File: src/core/uart_pkg.sv
// Purpose: Shared constants and types of the serial port.
// Assumes: One 8-bit register port, registers at fixed addresses.
// Notes:   Offsets, fields, reset values and oversampling counts.
package uart_pkg;
  // ****************************************
  // Register addresses and fields
  // ****************************************
  localparam logic [7:0] CTRL_ADDR  = 8'hfd;
  localparam logic [7:0] PEND_ADDR  = 8'hfe;
  localparam logic [7:0] DATA_ADDR  = 8'hff;
  localparam logic [7:0] BAUD_ADDR  = 8'hfc;
  localparam logic [7:0] CTRL_RESET = 8'h00;
  localparam logic [7:0] BAUD_RESET = 8'h00;
  localparam logic [7:0] ZERO_BYTE  = 8'h00;
  localparam int MODE_HI  = 7;
  localparam int MODE_LO  = 6;
  localparam int RE_BIT   = 4;
  localparam int TB8_BIT  = 3;
  localparam int RB8_BIT  = 2;
  localparam int RIE_BIT  = 1;
  localparam int TIE_BIT  = 0;
  localparam int TIP_BIT  = 0;
  localparam int RIP_BIT  = 1;
  // ****************************************
  // Bit timing
  // ****************************************
  localparam logic [3:0] SUB_MID   = 4'h7;
  localparam logic [3:0] SUB_LAST  = 4'hf;
  localparam logic [2:0] LAST_DATA = 3'h7;
  localparam int         SUB_CLK   = 3;
  localparam int         FIFO_W    = 8;
  localparam int         FIFO_D    = 16;

  typedef enum logic [1:0] {
    MODE_SHIFT  = 2'b00,
    MODE_ASYNC8 = 2'b01,
    MODE_FIXED9 = 2'b10,
    MODE_VAR9   = 2'b11
  } mode_t;

  typedef enum logic [2:0] {
    ST_IDLE  = 3'b000,
    ST_START = 3'b001,
    ST_DATA  = 3'b010,
    ST_NINTH = 3'b011,
    ST_STOP  = 3'b100
  } shift_state_t;
endpackage

File: src/core/uart_core.sv
// Purpose: Serial port with shift-register mode 0 and async modes 1-3.
// Assumes: Register port and pins synchronous to ref_clk_i.
// Notes:   Writes to the data register queue in a 16-byte FIFO.
// Contract
// - Reset clears control register to zero.
// - Pending bit 0 transmit, bit 1 receive.
// - Mode 0: receive flag after eighth bit.
// - Async: receive flag at stop bit midpoint.
// - Receive flag stays until software clears it.
// - Mode 0: transmit flag after eighth bit.
// - Async: transmit flag when stop bit begins.
// - Transmit flag stays until software clears it.
// - Bit rate clock over sixteen times divisor+1.
// - Mode 2 bit rate clock over sixteen.
// - Mode 0: data on input pin, clock out.
// - Mode 0: eight bits, least significant first.
// - Control bits 7:6 zero select mode 0.
// - Control bits 7:6 equal 01 select mode 1.
// - Data register write starts a transmission.
// - Mode 0 receive after flag clear, enable set.
// - Receive interrupt when flag and enable set.
// - Mode 1 frame: start, eight data, stop.
// - Mode 1 start and stop bits inserted.
// - Mode 1 received stop bit into ninth bit.
// - Mode 1 receive begins on low start.
// - Data read returns separate receive buffer.
// - Unread byte overwritten by the next one.
// - Mode 0 receive only flag clear, enabled.
// - Mode 2 sends and stores ninth bit.
`timescale 1ns/1ps
module uart_core (
  input  wire logic       ref_clk_i,
  input  wire logic       sys_rst_i,
  input  wire logic [7:0] reg_addr_i,
  input  wire logic       reg_wr_i,
  input  wire logic       reg_rd_i,
  input  wire logic [7:0] reg_wdata_i,
  output logic      [7:0] reg_rdata_o,
  input  wire logic       serial_in_pin_i,
  output logic            serial_in_pin_o,
  output logic            serial_in_pin_oe_o,
  output logic            serial_out_pin_o,
  output logic            tx_fifo_ready_o,
  output logic            rx_irq_o,
  output logic            tx_irq_o
);
  import uart_pkg::*;

  // ****************************************
  // Registers and state
  // ****************************************
  logic [7:0]   ctrl_q;
  logic [7:0]   ctrl_d;
  logic [7:0]   baud_q;
  logic         tip_q;
  logic         rip_q;
  logic [7:0]   rxbuf_q;
  logic [7:0]   pre_q;
  shift_state_t tx_state_q;
  shift_state_t tx_state_d;
  shift_state_t rx_state_q;
  shift_state_t rx_state_d;
  logic [3:0]   tx_sub_q;
  logic [3:0]   rx_sub_q;
  logic [2:0]   tx_bit_q;
  logic [2:0]   rx_bit_q;
  logic [7:0]   tx_sh_q;
  logic [7:0]   rx_sh_q;
  logic         ninth_q;
  logic         fifo_valid;
  logic [7:0]   fifo_data;
  logic         fifo_ready;
  logic         tx_line;
  logic         tx_done;
  logic         rx_done;
  logic         rb8_new;
  logic         tx_go;

  // ****************************************
  // Register decode
  // ****************************************
  mode_t mode;
  assign mode = mode_t'(ctrl_q[MODE_HI:MODE_LO]);
  wire wr_ctrl = reg_wr_i & (reg_addr_i == CTRL_ADDR);
  wire wr_pend = reg_wr_i & (reg_addr_i == PEND_ADDR);
  wire wr_data = reg_wr_i & (reg_addr_i == DATA_ADDR);
  wire wr_baud = reg_wr_i & (reg_addr_i == BAUD_ADDR);
  wire m0      = mode == MODE_SHIFT;
  wire rx_en   = ctrl_q[RE_BIT];

  wire [7:0] pend_rd = {6'h00, rip_q, tip_q};
  wire [7:0] rd_mux  = (reg_addr_i == CTRL_ADDR) ? ctrl_q :
                       (reg_addr_i == PEND_ADDR) ? pend_rd :
                       (reg_addr_i == DATA_ADDR) ? rxbuf_q :
                       (reg_addr_i == BAUD_ADDR) ? baud_q : ZERO_BYTE;

  // ****************************************
  // Baud prescaler
  // ****************************************
  // Mode 2 ignores the divisor and ticks every clock, so a bit is 16 clocks.
  wire tick = (mode == MODE_FIXED9) | (pre_q == baud_q);

  // ****************************************
  // Transmit queue
  // ****************************************
  // A write while the queue is full is dropped; software polls the ready pin.
  uart_fifo #(
    .WIDTH (FIFO_W),
    .DEPTH (FIFO_D)
  ) u_tx_fifo (
    .ref_clk_i   (ref_clk_i),
    .sys_rst_i   (sys_rst_i),
    .in_valid_i  (wr_data),
    .in_data_i   (reg_wdata_i),
    .in_ready_o  (fifo_ready),
    .out_valid_o (fifo_valid),
    .out_data_o  (fifo_data),
    .out_ready_i (tx_go)
  );

  // ****************************************
  // Transmitter
  // ****************************************
  // Mode 0 shares both pins with reception, so the two never overlap there.
  assign tx_go = (tx_state_q == ST_IDLE) & fifo_valid &
                 (~m0 | (rx_state_q == ST_IDLE));
  wire tx_end = tick & (tx_sub_q == SUB_LAST);

  always_comb begin
    tx_state_d = tx_state_q;
    tx_done    = 1'b0;
    unique case (tx_state_q)
      ST_IDLE: begin
        if (tx_go) begin
          tx_state_d = m0 ? ST_DATA : ST_START;
        end
      end
      ST_START: begin
        if (tx_end) begin
          tx_state_d = ST_DATA;
        end
      end
      ST_DATA: begin
        if (tx_end && tx_bit_q == LAST_DATA) begin
          tx_done = 1'b1;
          unique case (mode)
            MODE_SHIFT:  tx_state_d = ST_IDLE;
            MODE_ASYNC8: tx_state_d = ST_STOP;
            default:     begin
              tx_state_d = ST_NINTH;
              tx_done    = 1'b0;
            end
          endcase
        end
      end
      ST_NINTH: begin
        if (tx_end) begin
          tx_state_d = ST_STOP;
          tx_done    = 1'b1;
        end
      end
      ST_STOP: begin
        if (tx_end) begin
          tx_state_d = ST_IDLE;
        end
      end
      default: tx_state_d = ST_IDLE;
    endcase
  end

  always_comb begin
    unique case (tx_state_q)
      ST_START: tx_line = 1'b0;
      ST_DATA:  tx_line = tx_sh_q[0];
      ST_NINTH: tx_line = ctrl_q[TB8_BIT];
      default:  tx_line = 1'b1;
    endcase
  end

  always_ff @(posedge ref_clk_i) begin
    if (sys_rst_i) begin
      tx_state_q <= ST_IDLE;
      tx_sub_q   <= 4'h0;
      tx_bit_q   <= 3'h0;
      tx_sh_q    <= ZERO_BYTE;
    end else begin
      tx_state_q <= tx_state_d;
      tx_sub_q   <= tx_go ? 4'h0 : (tick ? tx_sub_q + 4'h1 : tx_sub_q);
      if (tx_go) begin
        tx_sh_q  <= fifo_data;
        tx_bit_q <= 3'h0;
      end else if (tx_end && tx_state_q == ST_DATA) begin
        tx_sh_q  <= {1'b1, tx_sh_q[7:1]};
        tx_bit_q <= tx_bit_q + 3'h1;
      end
    end
  end

  // ****************************************
  // Receiver
  // ****************************************
  wire rx_idle  = rx_state_q == ST_IDLE;
  wire rx_go_a  = rx_idle & rx_en & ~m0 & ~serial_in_pin_i;
  wire rx_go_0  = rx_idle & rx_en & m0 & ~rip_q &
                  (tx_state_q == ST_IDLE) & ~tx_go;
  wire rx_mid   = tick & (rx_sub_q == SUB_MID);
  wire rx_end   = tick & (rx_sub_q == SUB_LAST);

  always_comb begin
    rx_state_d = rx_state_q;
    rx_done    = 1'b0;
    rb8_new    = ctrl_q[RB8_BIT];
    unique case (rx_state_q)
      ST_IDLE: begin
        if (rx_go_0) begin
          rx_state_d = ST_DATA;
        end else if (rx_go_a) begin
          rx_state_d = ST_START;
        end
      end
      ST_START: begin
        // A start bit that is high again at its middle was a glitch.
        if (rx_mid && serial_in_pin_i) begin
          rx_state_d = ST_IDLE;
        end else if (rx_end) begin
          rx_state_d = ST_DATA;
        end
      end
      ST_DATA: begin
        if (rx_end && rx_bit_q == LAST_DATA) begin
          unique case (mode)
            MODE_SHIFT: begin
              rx_state_d = ST_IDLE;
              rx_done    = 1'b1;
            end
            MODE_ASYNC8: rx_state_d = ST_STOP;
            default:     rx_state_d = ST_NINTH;
          endcase
        end
      end
      ST_NINTH: begin
        if (rx_end) begin
          rx_state_d = ST_STOP;
        end
      end
      ST_STOP: begin
        if (rx_mid) begin
          rx_state_d = ST_IDLE;
          rx_done    = 1'b1;
          rb8_new    = (mode == MODE_ASYNC8) ? serial_in_pin_i : ninth_q;
        end
      end
      default: rx_state_d = ST_IDLE;
    endcase
  end

  always_ff @(posedge ref_clk_i) begin
    if (sys_rst_i) begin
      rx_state_q <= ST_IDLE;
      rx_sub_q   <= 4'h0;
      rx_bit_q   <= 3'h0;
      rx_sh_q    <= ZERO_BYTE;
      ninth_q    <= 1'b0;
    end else begin
      rx_state_q <= rx_state_d;
      rx_sub_q   <= rx_idle ? 4'h0 : (tick ? rx_sub_q + 4'h1 : rx_sub_q);
      if (rx_idle) begin
        rx_bit_q <= 3'h0;
      end else if (rx_end && rx_state_q == ST_DATA) begin
        rx_bit_q <= rx_bit_q + 3'h1;
      end
      if (rx_mid && rx_state_q == ST_DATA) begin
        rx_sh_q <= {serial_in_pin_i, rx_sh_q[7:1]};
      end
      if (rx_mid && rx_state_q == ST_NINTH) begin
        ninth_q <= serial_in_pin_i;
      end
    end
  end

  // ****************************************
  // Software registers
  // ****************************************
  always_comb begin
    ctrl_d = wr_ctrl ? reg_wdata_i : ctrl_q;
    if (rx_done && !m0) begin
      ctrl_d[RB8_BIT] = rb8_new;
    end
  end

  // ****************************************
  // Pins
  // ****************************************
  // The shift clock idles high and rises mid-bit, where data is sampled.
  wire m0_tx   = m0 & (tx_state_q == ST_DATA);
  wire m0_rx   = m0 & (rx_state_q == ST_DATA);
  wire shift_c = m0_tx ? tx_sub_q[SUB_CLK] : rx_sub_q[SUB_CLK];
  wire out_d   = m0 ? (~(m0_tx | m0_rx) | shift_c) : tx_line;

  // ****************************************
  // Register updates
  // ****************************************
  always_ff @(posedge ref_clk_i) begin
    if (sys_rst_i) begin
      ctrl_q             <= CTRL_RESET;
      baud_q             <= BAUD_RESET;
      tip_q              <= 1'b0;
      rip_q              <= 1'b0;
      rxbuf_q            <= ZERO_BYTE;
      pre_q              <= 8'h00;
      reg_rdata_o        <= ZERO_BYTE;
      serial_in_pin_o    <= 1'b1;
      serial_in_pin_oe_o <= 1'b0;
      serial_out_pin_o   <= 1'b1;
      tx_fifo_ready_o    <= 1'b0;
      rx_irq_o           <= 1'b0;
      tx_irq_o           <= 1'b0;
    end else begin
      ctrl_q             <= ctrl_d;
      baud_q             <= wr_baud ? reg_wdata_i : baud_q;
      // Hardware set wins over a software clear in the same cycle.
      tip_q              <= tx_done | (wr_pend ? reg_wdata_i[TIP_BIT] : tip_q);
      rip_q              <= rx_done | (wr_pend ? reg_wdata_i[RIP_BIT] : rip_q);
      rxbuf_q            <= rx_done ? rx_sh_q : rxbuf_q;
      pre_q              <= tick ? 8'h00 : pre_q + 8'h01;
      reg_rdata_o        <= reg_rd_i ? rd_mux : ZERO_BYTE;
      serial_in_pin_o    <= m0_tx ? tx_sh_q[0] : 1'b1;
      serial_in_pin_oe_o <= m0_tx;
      serial_out_pin_o   <= out_d;
      tx_fifo_ready_o    <= fifo_ready;
      rx_irq_o           <= rip_q & ctrl_q[RIE_BIT];
      tx_irq_o           <= tip_q & ctrl_q[TIE_BIT];
    end
  end
endmodule

File: src/core/uart_fifo.sv
// Purpose: Small synchronous FIFO with valid/ready on both sides.
// Assumes: Single clock, synchronous active-high reset.
// Notes:   Ready and valid come straight from flip-flops.
`timescale 1ns/1ps
module uart_fifo #(
  parameter int WIDTH = 8,
  parameter int DEPTH = 16
) (
  input  wire logic             ref_clk_i,
  input  wire logic             sys_rst_i,
  input  wire logic             in_valid_i,
  input  wire logic [WIDTH-1:0] in_data_i,
  output logic                  in_ready_o,
  output logic                  out_valid_o,
  output logic      [WIDTH-1:0] out_data_o,
  input  wire logic             out_ready_i
);
  localparam int AW = $clog2(DEPTH);
  localparam logic [AW:0] FULL_CNT = (AW+1)'(DEPTH);
  localparam logic [AW:0] ONE_CNT  = (AW+1)'(1);
  localparam logic [AW:0] NO_CNT   = (AW+1)'(0);

  logic [WIDTH-1:0] mem_q [DEPTH];
  logic [AW-1:0]    wp_q;
  logic [AW-1:0]    rp_q;
  logic [AW:0]      cnt_q;
  logic [AW:0]      cnt_d;
  wire              push = in_valid_i & in_ready_o;
  wire              pop  = out_valid_o & out_ready_i;

  assign cnt_d = cnt_q + (push ? ONE_CNT : NO_CNT) - (pop ? ONE_CNT : NO_CNT);
  assign out_data_o = mem_q[rp_q];

  for (genvar i = 0; i < DEPTH; i++) begin : g_entry
    always_ff @(posedge ref_clk_i) begin
      if (push && wp_q == AW'(i)) begin
        mem_q[i] <= in_data_i;
      end
    end
  end

  always_ff @(posedge ref_clk_i) begin
    if (sys_rst_i) begin
      wp_q        <= '0;
      rp_q        <= '0;
      cnt_q       <= NO_CNT;
      in_ready_o  <= 1'b1;
      out_valid_o <= 1'b0;
    end else begin
      wp_q        <= push ? wp_q + 1'b1 : wp_q;
      rp_q        <= pop ? rp_q + 1'b1 : rp_q;
      cnt_q       <= cnt_d;
      in_ready_o  <= cnt_d != FULL_CNT;
      out_valid_o <= cnt_d != NO_CNT;
    end
  end
endmodule

File: config.mk
export PLATFORM = sky130hd
export DESIGN_NAME = uart_core
export DESIGN_NICKNAME = d
export VERILOG_FILES = /design/src/core/uart_pkg.sv /design/src/core/uart_core.sv /design/src/core/uart_fifo.sv
export SDC_FILE = /design/constraint.sdc
export NUM_CORES = 1
export LEC_CHECK = 0
export ABC_AREA = 1
export BUFFER_PORTS_ARGS = -buffer_cell sky130_fd_sc_hd__clkbuf_2
export CAP_MARGIN = 0
export CORE_MARGIN = 2
export CORE_UTILIZATION = 55
export CTS_CLUSTER_DIAMETER = 50
export DETAILED_ROUTE_END_ITERATION = 8
export PLACE_DENSITY = 0.7
export SLEW_MARGIN = 20
export SYNTH_ARGS = -nofsm -noshare
export SYNTH_HDL_FRONTEND = slang
export SYNTH_SLANG_ARGS = --single-unit
File: constraint.sdc
create_clock -name ref_clk_i -period 3.7 [get_ports ref_clk_i]
set_input_delay 0.185 -clock ref_clk_i [delete_from_list [all_inputs] [get_ports ref_clk_i]]
set_output_delay 0.185 -clock ref_clk_i [all_outputs]
set_load 0.03 [all_outputs]
Word-level counts from Yosys, hierarchy flattened
Memory sizes are Yosys's and may differ from the RTL's. A register that Yosys moved wholly into a read port is not among the register bits.
Cells that the tools add are included.
{ "word_totals": {"mem_count": 1, "register_bits": 100, "ramBits": 128, "in_bits": 21} }
{ "op_classes": {"n_bitwise": 35, "muxes": 121, "add_sub_neg": 9, "n_eq_ne": 48, "reduce_logical": 56} }
{ "memory_table": {"columns": ["name", "words", "word_bits", "rd", "rd_clocked_by_memory_dff", "write_ports", "line", "text"], "rows": [
  ["u_tx_fifo.mem_q", 16, 8, 1, 1, 1, "uart_fifo.sv:23", "logic [WIDTH-1:0] mem_q [DEPTH];"]
]} }
{ "ops": {"columns": ["op", "n"], "rows": [
  ["8-bit two-way mux", 21],
  ["8-bit OR reduction", 15],
  ["4-bit two-way mux", 17],
  ["1-bit two-way mux", 63],
  ["4-bit equality test (second input constant)", 10],
  ["3-bit two-way mux", 13],
  ["8-bit equality test (second input constant)", 4],
  ["3-bit case mux with 5 select lines", 2],
  ["1-bit logical AND", 24],
  ["1-bit bitwise AND", 22],
  ["4-bit by 3-bit equality test with 1-bit output (second input constant)", 5],
  ["2-bit inequality test (second input constant)", 9],
  ["4-bit by 1-bit adder with 4-bit output (second input constant)", 4],
  ["3-bit by 2-bit equality test with 1-bit output (second input constant)", 4],
  ["3-bit equality test (second input constant)", 4],
  ["2-bit OR reduction", 6],
  ["5-bit AND reduction", 2],
  ["8-bit by 1-bit adder with 8-bit output (second input constant)", 1],
  ["4-bit by 2-bit equality test with 1-bit output (second input constant)", 2],
  ["8-bit equality test", 1],
  ["1-bit NOT", 7],
  ["3-bit by 1-bit adder with 3-bit output (second input constant)", 2],
  ["3-bit by 1-bit equality test with 1-bit output (second input constant)", 2],
  ["3-bit zero test", 2],
  ["other kinds (20)", 27]
]} }

Logic depth before layout (Yosys ltp)
{ "depth": {"word_depth": 22, "depth_mapped": 17} }

Hierarchy
A second synthesis with hierarchy kept.
{ "hier_totals": {"hier_cells": 1179, "hier_area_um2": 10377.5} }
{ "by_module_without_submodules": {"columns": ["mod", "area_per_inst_um2", "n_inst", "cells_per_inst", "seq_area_each_um2"], "rows": [
  ["uart_fifo", 6462.4, 1, 657, 4224.1],
  ["uart_core", 3915.0, 1, 522, 1701.6]
]} }

Worst setup path before layout
OpenSTA, ideal clock, no wires.
{ "synth_timing": {"path_type": "register to register", "startpoint": "register ctrl_q[7]", "endpoint": "register u_tx_fifo.out_valid_o", "path_stages_with_launch": 17, "setup_slack_ns": 1.206, "n_path_buf": 2, "arrival_time_ns": 2.361, "t_required_ns": 3.567, "cell_sequence": "dfxtp_1 > buf_2 > nor2_8 > nand2_1 > nand2_1 > nor2_2 > buf_2 > ha_1 > inv_1 > ha_1 > inv_1 > fa_1 > nor2_1 > a211oi_1 > xor2_1 > nand2_1 > o21ai_0"} }
{ "synth_via": {"elab_chain_len": 8} }
{ "synth_rtl": {"columns": ["item", "line", "text"], "rows": [
  ["start: declaration", "uart_core.sv:52", "logic [7:0] ctrl_q;"],
  ["start signal: assignment", "uart_core.sv:319", "ctrl_q <= ctrl_d;"],
  ["2-bit zero test", "uart_core.sv:88", "wire m0 = mode == MODE_SHIFT;"],
  ["1-bit NOT", "uart_core.sv:126", "(~m0 | (rx_state_q == ST_IDLE));"],
  ["1-bit bitwise OR", "uart_core.sv:126", null],
  ["1-bit bitwise AND", "uart_core.sv:125", "assign tx_go = (tx_state_q == ST_IDLE) & fifo_valid &"],
  ["1-bit bitwise AND", "uart_fifo.sv:29", "wire pop = out_valid_o & out_ready_i;"],
  ["1-bit two-way mux", "uart_fifo.sv:31", "assign cnt_d = cnt_q + (push ? ONE_CNT : NO_CNT) - (pop ? ONE_CNT : NO_CNT);"],
  ["5-bit subtractor", "uart_fifo.sv:31", null],
  ["5-bit nonzero test", "uart_fifo.sv:54", "out_valid_o <= cnt_d != NO_CNT;"],
  ["end signal: assignment", "uart_fifo.sv:48", "out_valid_o <= 1'b0;"],
  ["end signal: assignment", "uart_fifo.sv:54", null],
  ["end: declaration", "uart_fifo.sv:14", "output logic out_valid_o,"]
]} }
No other way between the ends.
A chain may end at the register's enable or synchronous reset.

Worst setup path after layout
{ "layout_timing": {"startpoint": "register ctrl_q[7]", "endpoint": "register u_tx_fifo.in_ready_o"} }
{ "layout_via": {"elab_chain_len": 8} }
{ "layout_rtl": {"columns": ["item", "line", "text"], "rows": [
  ["2-bit zero test", "uart_core.sv:88", null],
  ["1-bit NOT", "uart_core.sv:126", null],
  ["1-bit bitwise OR", "uart_core.sv:126", null],
  ["1-bit bitwise AND", "uart_core.sv:125", null],
  ["1-bit bitwise AND", "uart_fifo.sv:29", null],
  ["1-bit two-way mux", "uart_fifo.sv:31", null],
  ["5-bit subtractor", "uart_fifo.sv:31", null],
  ["5-bit inequality test", "uart_fifo.sv:53", "in_ready_o <= cnt_d != FULL_CNT;"],
  ["end signal: assignment", "uart_fifo.sv:47", "in_ready_o <= 1'b1;"],
  ["end signal: assignment", "uart_fifo.sv:53", null],
  ["end: declaration", "uart_fifo.sv:13", "output logic in_ready_o,"]
]} }
No other way between the ends.

==> results.json <==
{
  "pwr-share-comb": 0.188,
  "slowest_delay_ns": 0.55,
  "cp_max_fo": 14,
  "seqPwrFrac": 0.431,
  "synth_top_area_frac": 0.392,
  "cts.sinks": 232,
  "status": "finished, final reports clean",
  "dp_hpwl_mm": 14.5,
  "via_per_inst": 5.61,
  "grt_util_met1": 0.339,
  "final_antenna_net_count": 0,
  "via_count": 7180,
  "cts.reportedPaths.clkPinSlew_ns": 0.06,
  "areaGrowthSynthToFinish_pct": 12.6,
  "crit_buf_inv": 4,
  "hold_ws_ns": 0.0259,
  "grt_pass1_vias": 6680,
  "setup_violations": 0,
  "drt-initial-drc-count": 624,
  "relSlewSlack": 0.384,
  "power_frac_clock": 0.382,
  "cts_tree": "done",
  "p_total_mw": 6.72,
  "switching_power_mw": 1.94,
  "fp.dieH_um": 138,
  "num_antenna_cells": 0,
  "fp.dieArea_um2": 18900,
  "pin_count": 35,
  "ys_warn_count": 0,
  "rows": 48,
  "clock_skew_ns": 0.0177,
  "ir_worst_vdd_mv": 0.509,
  "synth.yosys.seq_area_share": 0.604,
  "hold_violations": 0,
  "syn_area_um2": 9800,
  "cts_buffers": 26,
  "drc": 0,
  "grt_max_degree": 65,
  "crit_type": "flop to flop",
  "start_util": 0.565,
  "fin_util": 0.636,
  "worstSkewPairLatency_ns": 0.53,
  "clockBufferDepth": 3,
  "dr.pass1.iters": 5,
  "syn_inst": 1000,
  "maxSlewViolCount": 0,
  "crit_arrival_ns": 3.07,
  "fin_crit_sh": 0.718,
  "grt_pass1_wl_mm": 34.7,
  "ys_ff_latch": 232,
  "synth_area_leaders": "edfxtp_1 (39%), dfxtp_1 (21%), nand2_1 (6.0%)",
  "die_x_um": 138,
  "fin_cells": 1279,
  "numPortBuffers": 34,
  "grt.met3_usage": 0.0364,
  "cp_common_cell": "nand2_1",
  "hp-class": "input port to flop",
  "finalWirelength_mm": 22.2,
  "post_cts_buffers": 0,
  "cpLargestDelayFamily": "adder cells",
  "dpl.cell_count": 1230,
  "core_area_um2": 17400,
  "period_minus_slack_ns": 2.66,
  "crit_chain": "nor2_8, nand2_1, nand2_1, nor2_2, buf_4, ha_1, inv_1, ha_1, inv_1, fa_1, nor2_1, a211oi_1, xor2_1, nand2_1, inv_1, nand2_1",
  "p_int_mw": 4.77,
  "worstMarginPinSlew_ns": 0.922,
  "yosysUniqueCellTypes": 48,
  "async_flop_share": 0,
  "cp.required_ns": 4.12,
  "tns_ns": 0,
  "cpMaxStageDelayCell": "dfxtp_1",
  "switching_share": 0.290,
  "yosysTopAreaCell": "edfxtp_1",
  "rsz0062_at_grt": "no",
  "cts_max_level": 1,
  "cp-start-kind": "flop",
  "total_leakage_power_nw": 4.09,
  "synth_enable_flop_cells": 128,
  "grt_use_total": 0.239,
  "drv_cap": 0,
  "gr-total-overflow": 0,
  "postSynthNetCount": 1039,
  "yosys_most_used_dff": "edfxtp_1",
  "antenna_found_initial": 0,
  "wire_per_inst_um": 17.4,
  "drive_above_1_share": 0.116,
  "grt-busiest-layer": "met2",
  "rrSetupSlack_ns": 1.04,
  "end_kind": "flop",
  "avgSynthCellArea_um2": 9.80,
  "cts_root_buf": "clkbuf_16",
  "fillers": 1384,
  "nets": 1073,
  "grtUsageMet2": 0.383,
  "gp_congestion": 0.853,
  "max_freq_ghz": 0.376,
  "p_per_area_nw_per_um2": 608
}
-- registers in the layout, summed over array words and instances (netlist names), 3 cells and up, named ones only --
register	count
tx_sh_q	8
tx_bit_q	3
u_tx_fifo.mem_q	128
rx_sub_q	4
u_tx_fifo.cnt_q	5
u_tx_fifo.rp_q	4
tx_state_q	3
baud_q	8
rx_state_q	3
pre_q	8
rx_bit_q	3
ctrl_q	8
rx_sh_q	8
tx_sub_q	4
reg_rdata_o	8
rxbuf_q	8
u_tx_fifo.wp_q	4
-- metal layers --
metal | vias up | routed length [um]
met3 | 45 | 1340
met2 | 235 | 10300
met4 | 0 | 601
li1 | 3535 | -
met5 | - | 0
met1 | 3365 | 9980
-- final timing paths --
kind	startpoint	endpoint	cells after the start
hold reg to reg	rx_sh_q[0]$_SDFFE_PP0P_	rxbuf_q[0]$_SDFFE_PP0P_	2
hold / removal	serial_in_pin_i	rx_sh_q[7]$_SDFFE_PP0P_	3
setup / recovery	ctrl_q[7]$_SDFFE_PP0P_	u_tx_fifo.in_ready_o$_SDFF_PP1_	16
setup reg to reg	ctrl_q[7]$_SDFFE_PP0P_	u_tx_fifo.in_ready_o$_SDFF_PP1_	16
-- synth_stat cells (4+ instances only) --
cell type,number
nand4_1,7
nor3_1,11
a21oi_1,62
dfxtp_1,104
edfxtp_1,128
buf_2,12
o221ai_1,30
o22ai_1,6
nand3_1,47
clkbuf_1,23
xor2_1,5
nand2_4,5
inv_1,79
o211ai_1,7
ha_1,17
nor2_2,4
o21ai_1,6
nand2_1,157
xnor2_1,4
nor2_1,131
o21ai_0,103
inv_2,11
-- stage by stage --
| step | worst slack [ns] | cell area [um^2] |
|---|---|---|
| after floorplan | 1.21 | 9800 |
| after global placement | 1.16 | 10200 |
| after detailed placement | 1.05 | 10200 |
| after CTS | 1.05 | 11000 |
| after global routing | 0.838 | 11000 |
| final | 1.04 | 11000 |
-- power by group through the flow --
stage          registers (mW)  clock network [mW]  logic (mW)
2_1_floorplan            2.95                   0       0.927
3_3_place_gp             2.94                   0        1.23
3_5_place_dp             2.95                   0        1.24
4_1_cts                  2.89                2.59        1.25
5_1_grt                  2.91                2.70        1.43
6_report                 2.89                2.56        1.26
-- placed cells by master (no fill, tap or decap), types with 17 or more instances in the layout --
| master | instances |
|---|---|
| dfxtp_1 | 103 |
| edfxtp_1 | 128 |
| clkbuf_2 | 34 |
| a21oi_1 | 62 |
| nand3_1 | 47 |
| o221ai_1 | 30 |
| ha_1 | 17 |
| nor2_1 | 131 |
| clkbuf_16 | 29 |
| inv_1 | 79 |
| o21ai_0 | 103 |
| nand2_1 | 157 |
-- cell families after synthesis --
group                    share of synthesized area
XOR/XNOR                                   0.00804
AND/OR/NAND/NOR                              0.178
flip-flops                                   0.604
adder cells (fa/ha/maj)                     0.0237
multiplexers                               0.00115
AO/OA/AOI/OAI                                0.131
buffers and inverters                       0.0528
-- timing repair --
item                      4_1_cts  5_1_grt
hold buffers                    1        0
hold endpoints to repair        2        0
resized for setup               0        0
-- worst register-to-register path: stages (launching register included) --
cell and delay, ns:
dfxtp_1 0.55, nor2_8 0.08, nand2_1 0.08, nand2_1 0.09, nor2_2 0.09, buf_4 0.19, ha_1 0.25, inv_1 0.06
ha_1 0.16, inv_1 0.06, fa_1 0.39, nor2_1 0.12, a211oi_1 0.07, xor2_1 0.15, nand2_1 0.08, inv_1 0.08
nand2_1 0.05
-- cell type report --
type,instances,area [um^2],area share
clock buffers,39,783,0.0710
multi-input cells,638,3360,0.304
clock inverters,9,93.8,0.00850
well taps,225,282,0.0255
flip-flops and latches,232,5930,0.537
inverters,93,353,0.0320
repair buffers,43,240,0.0218
Note: power is estimated with default switching activity, not from simulation.
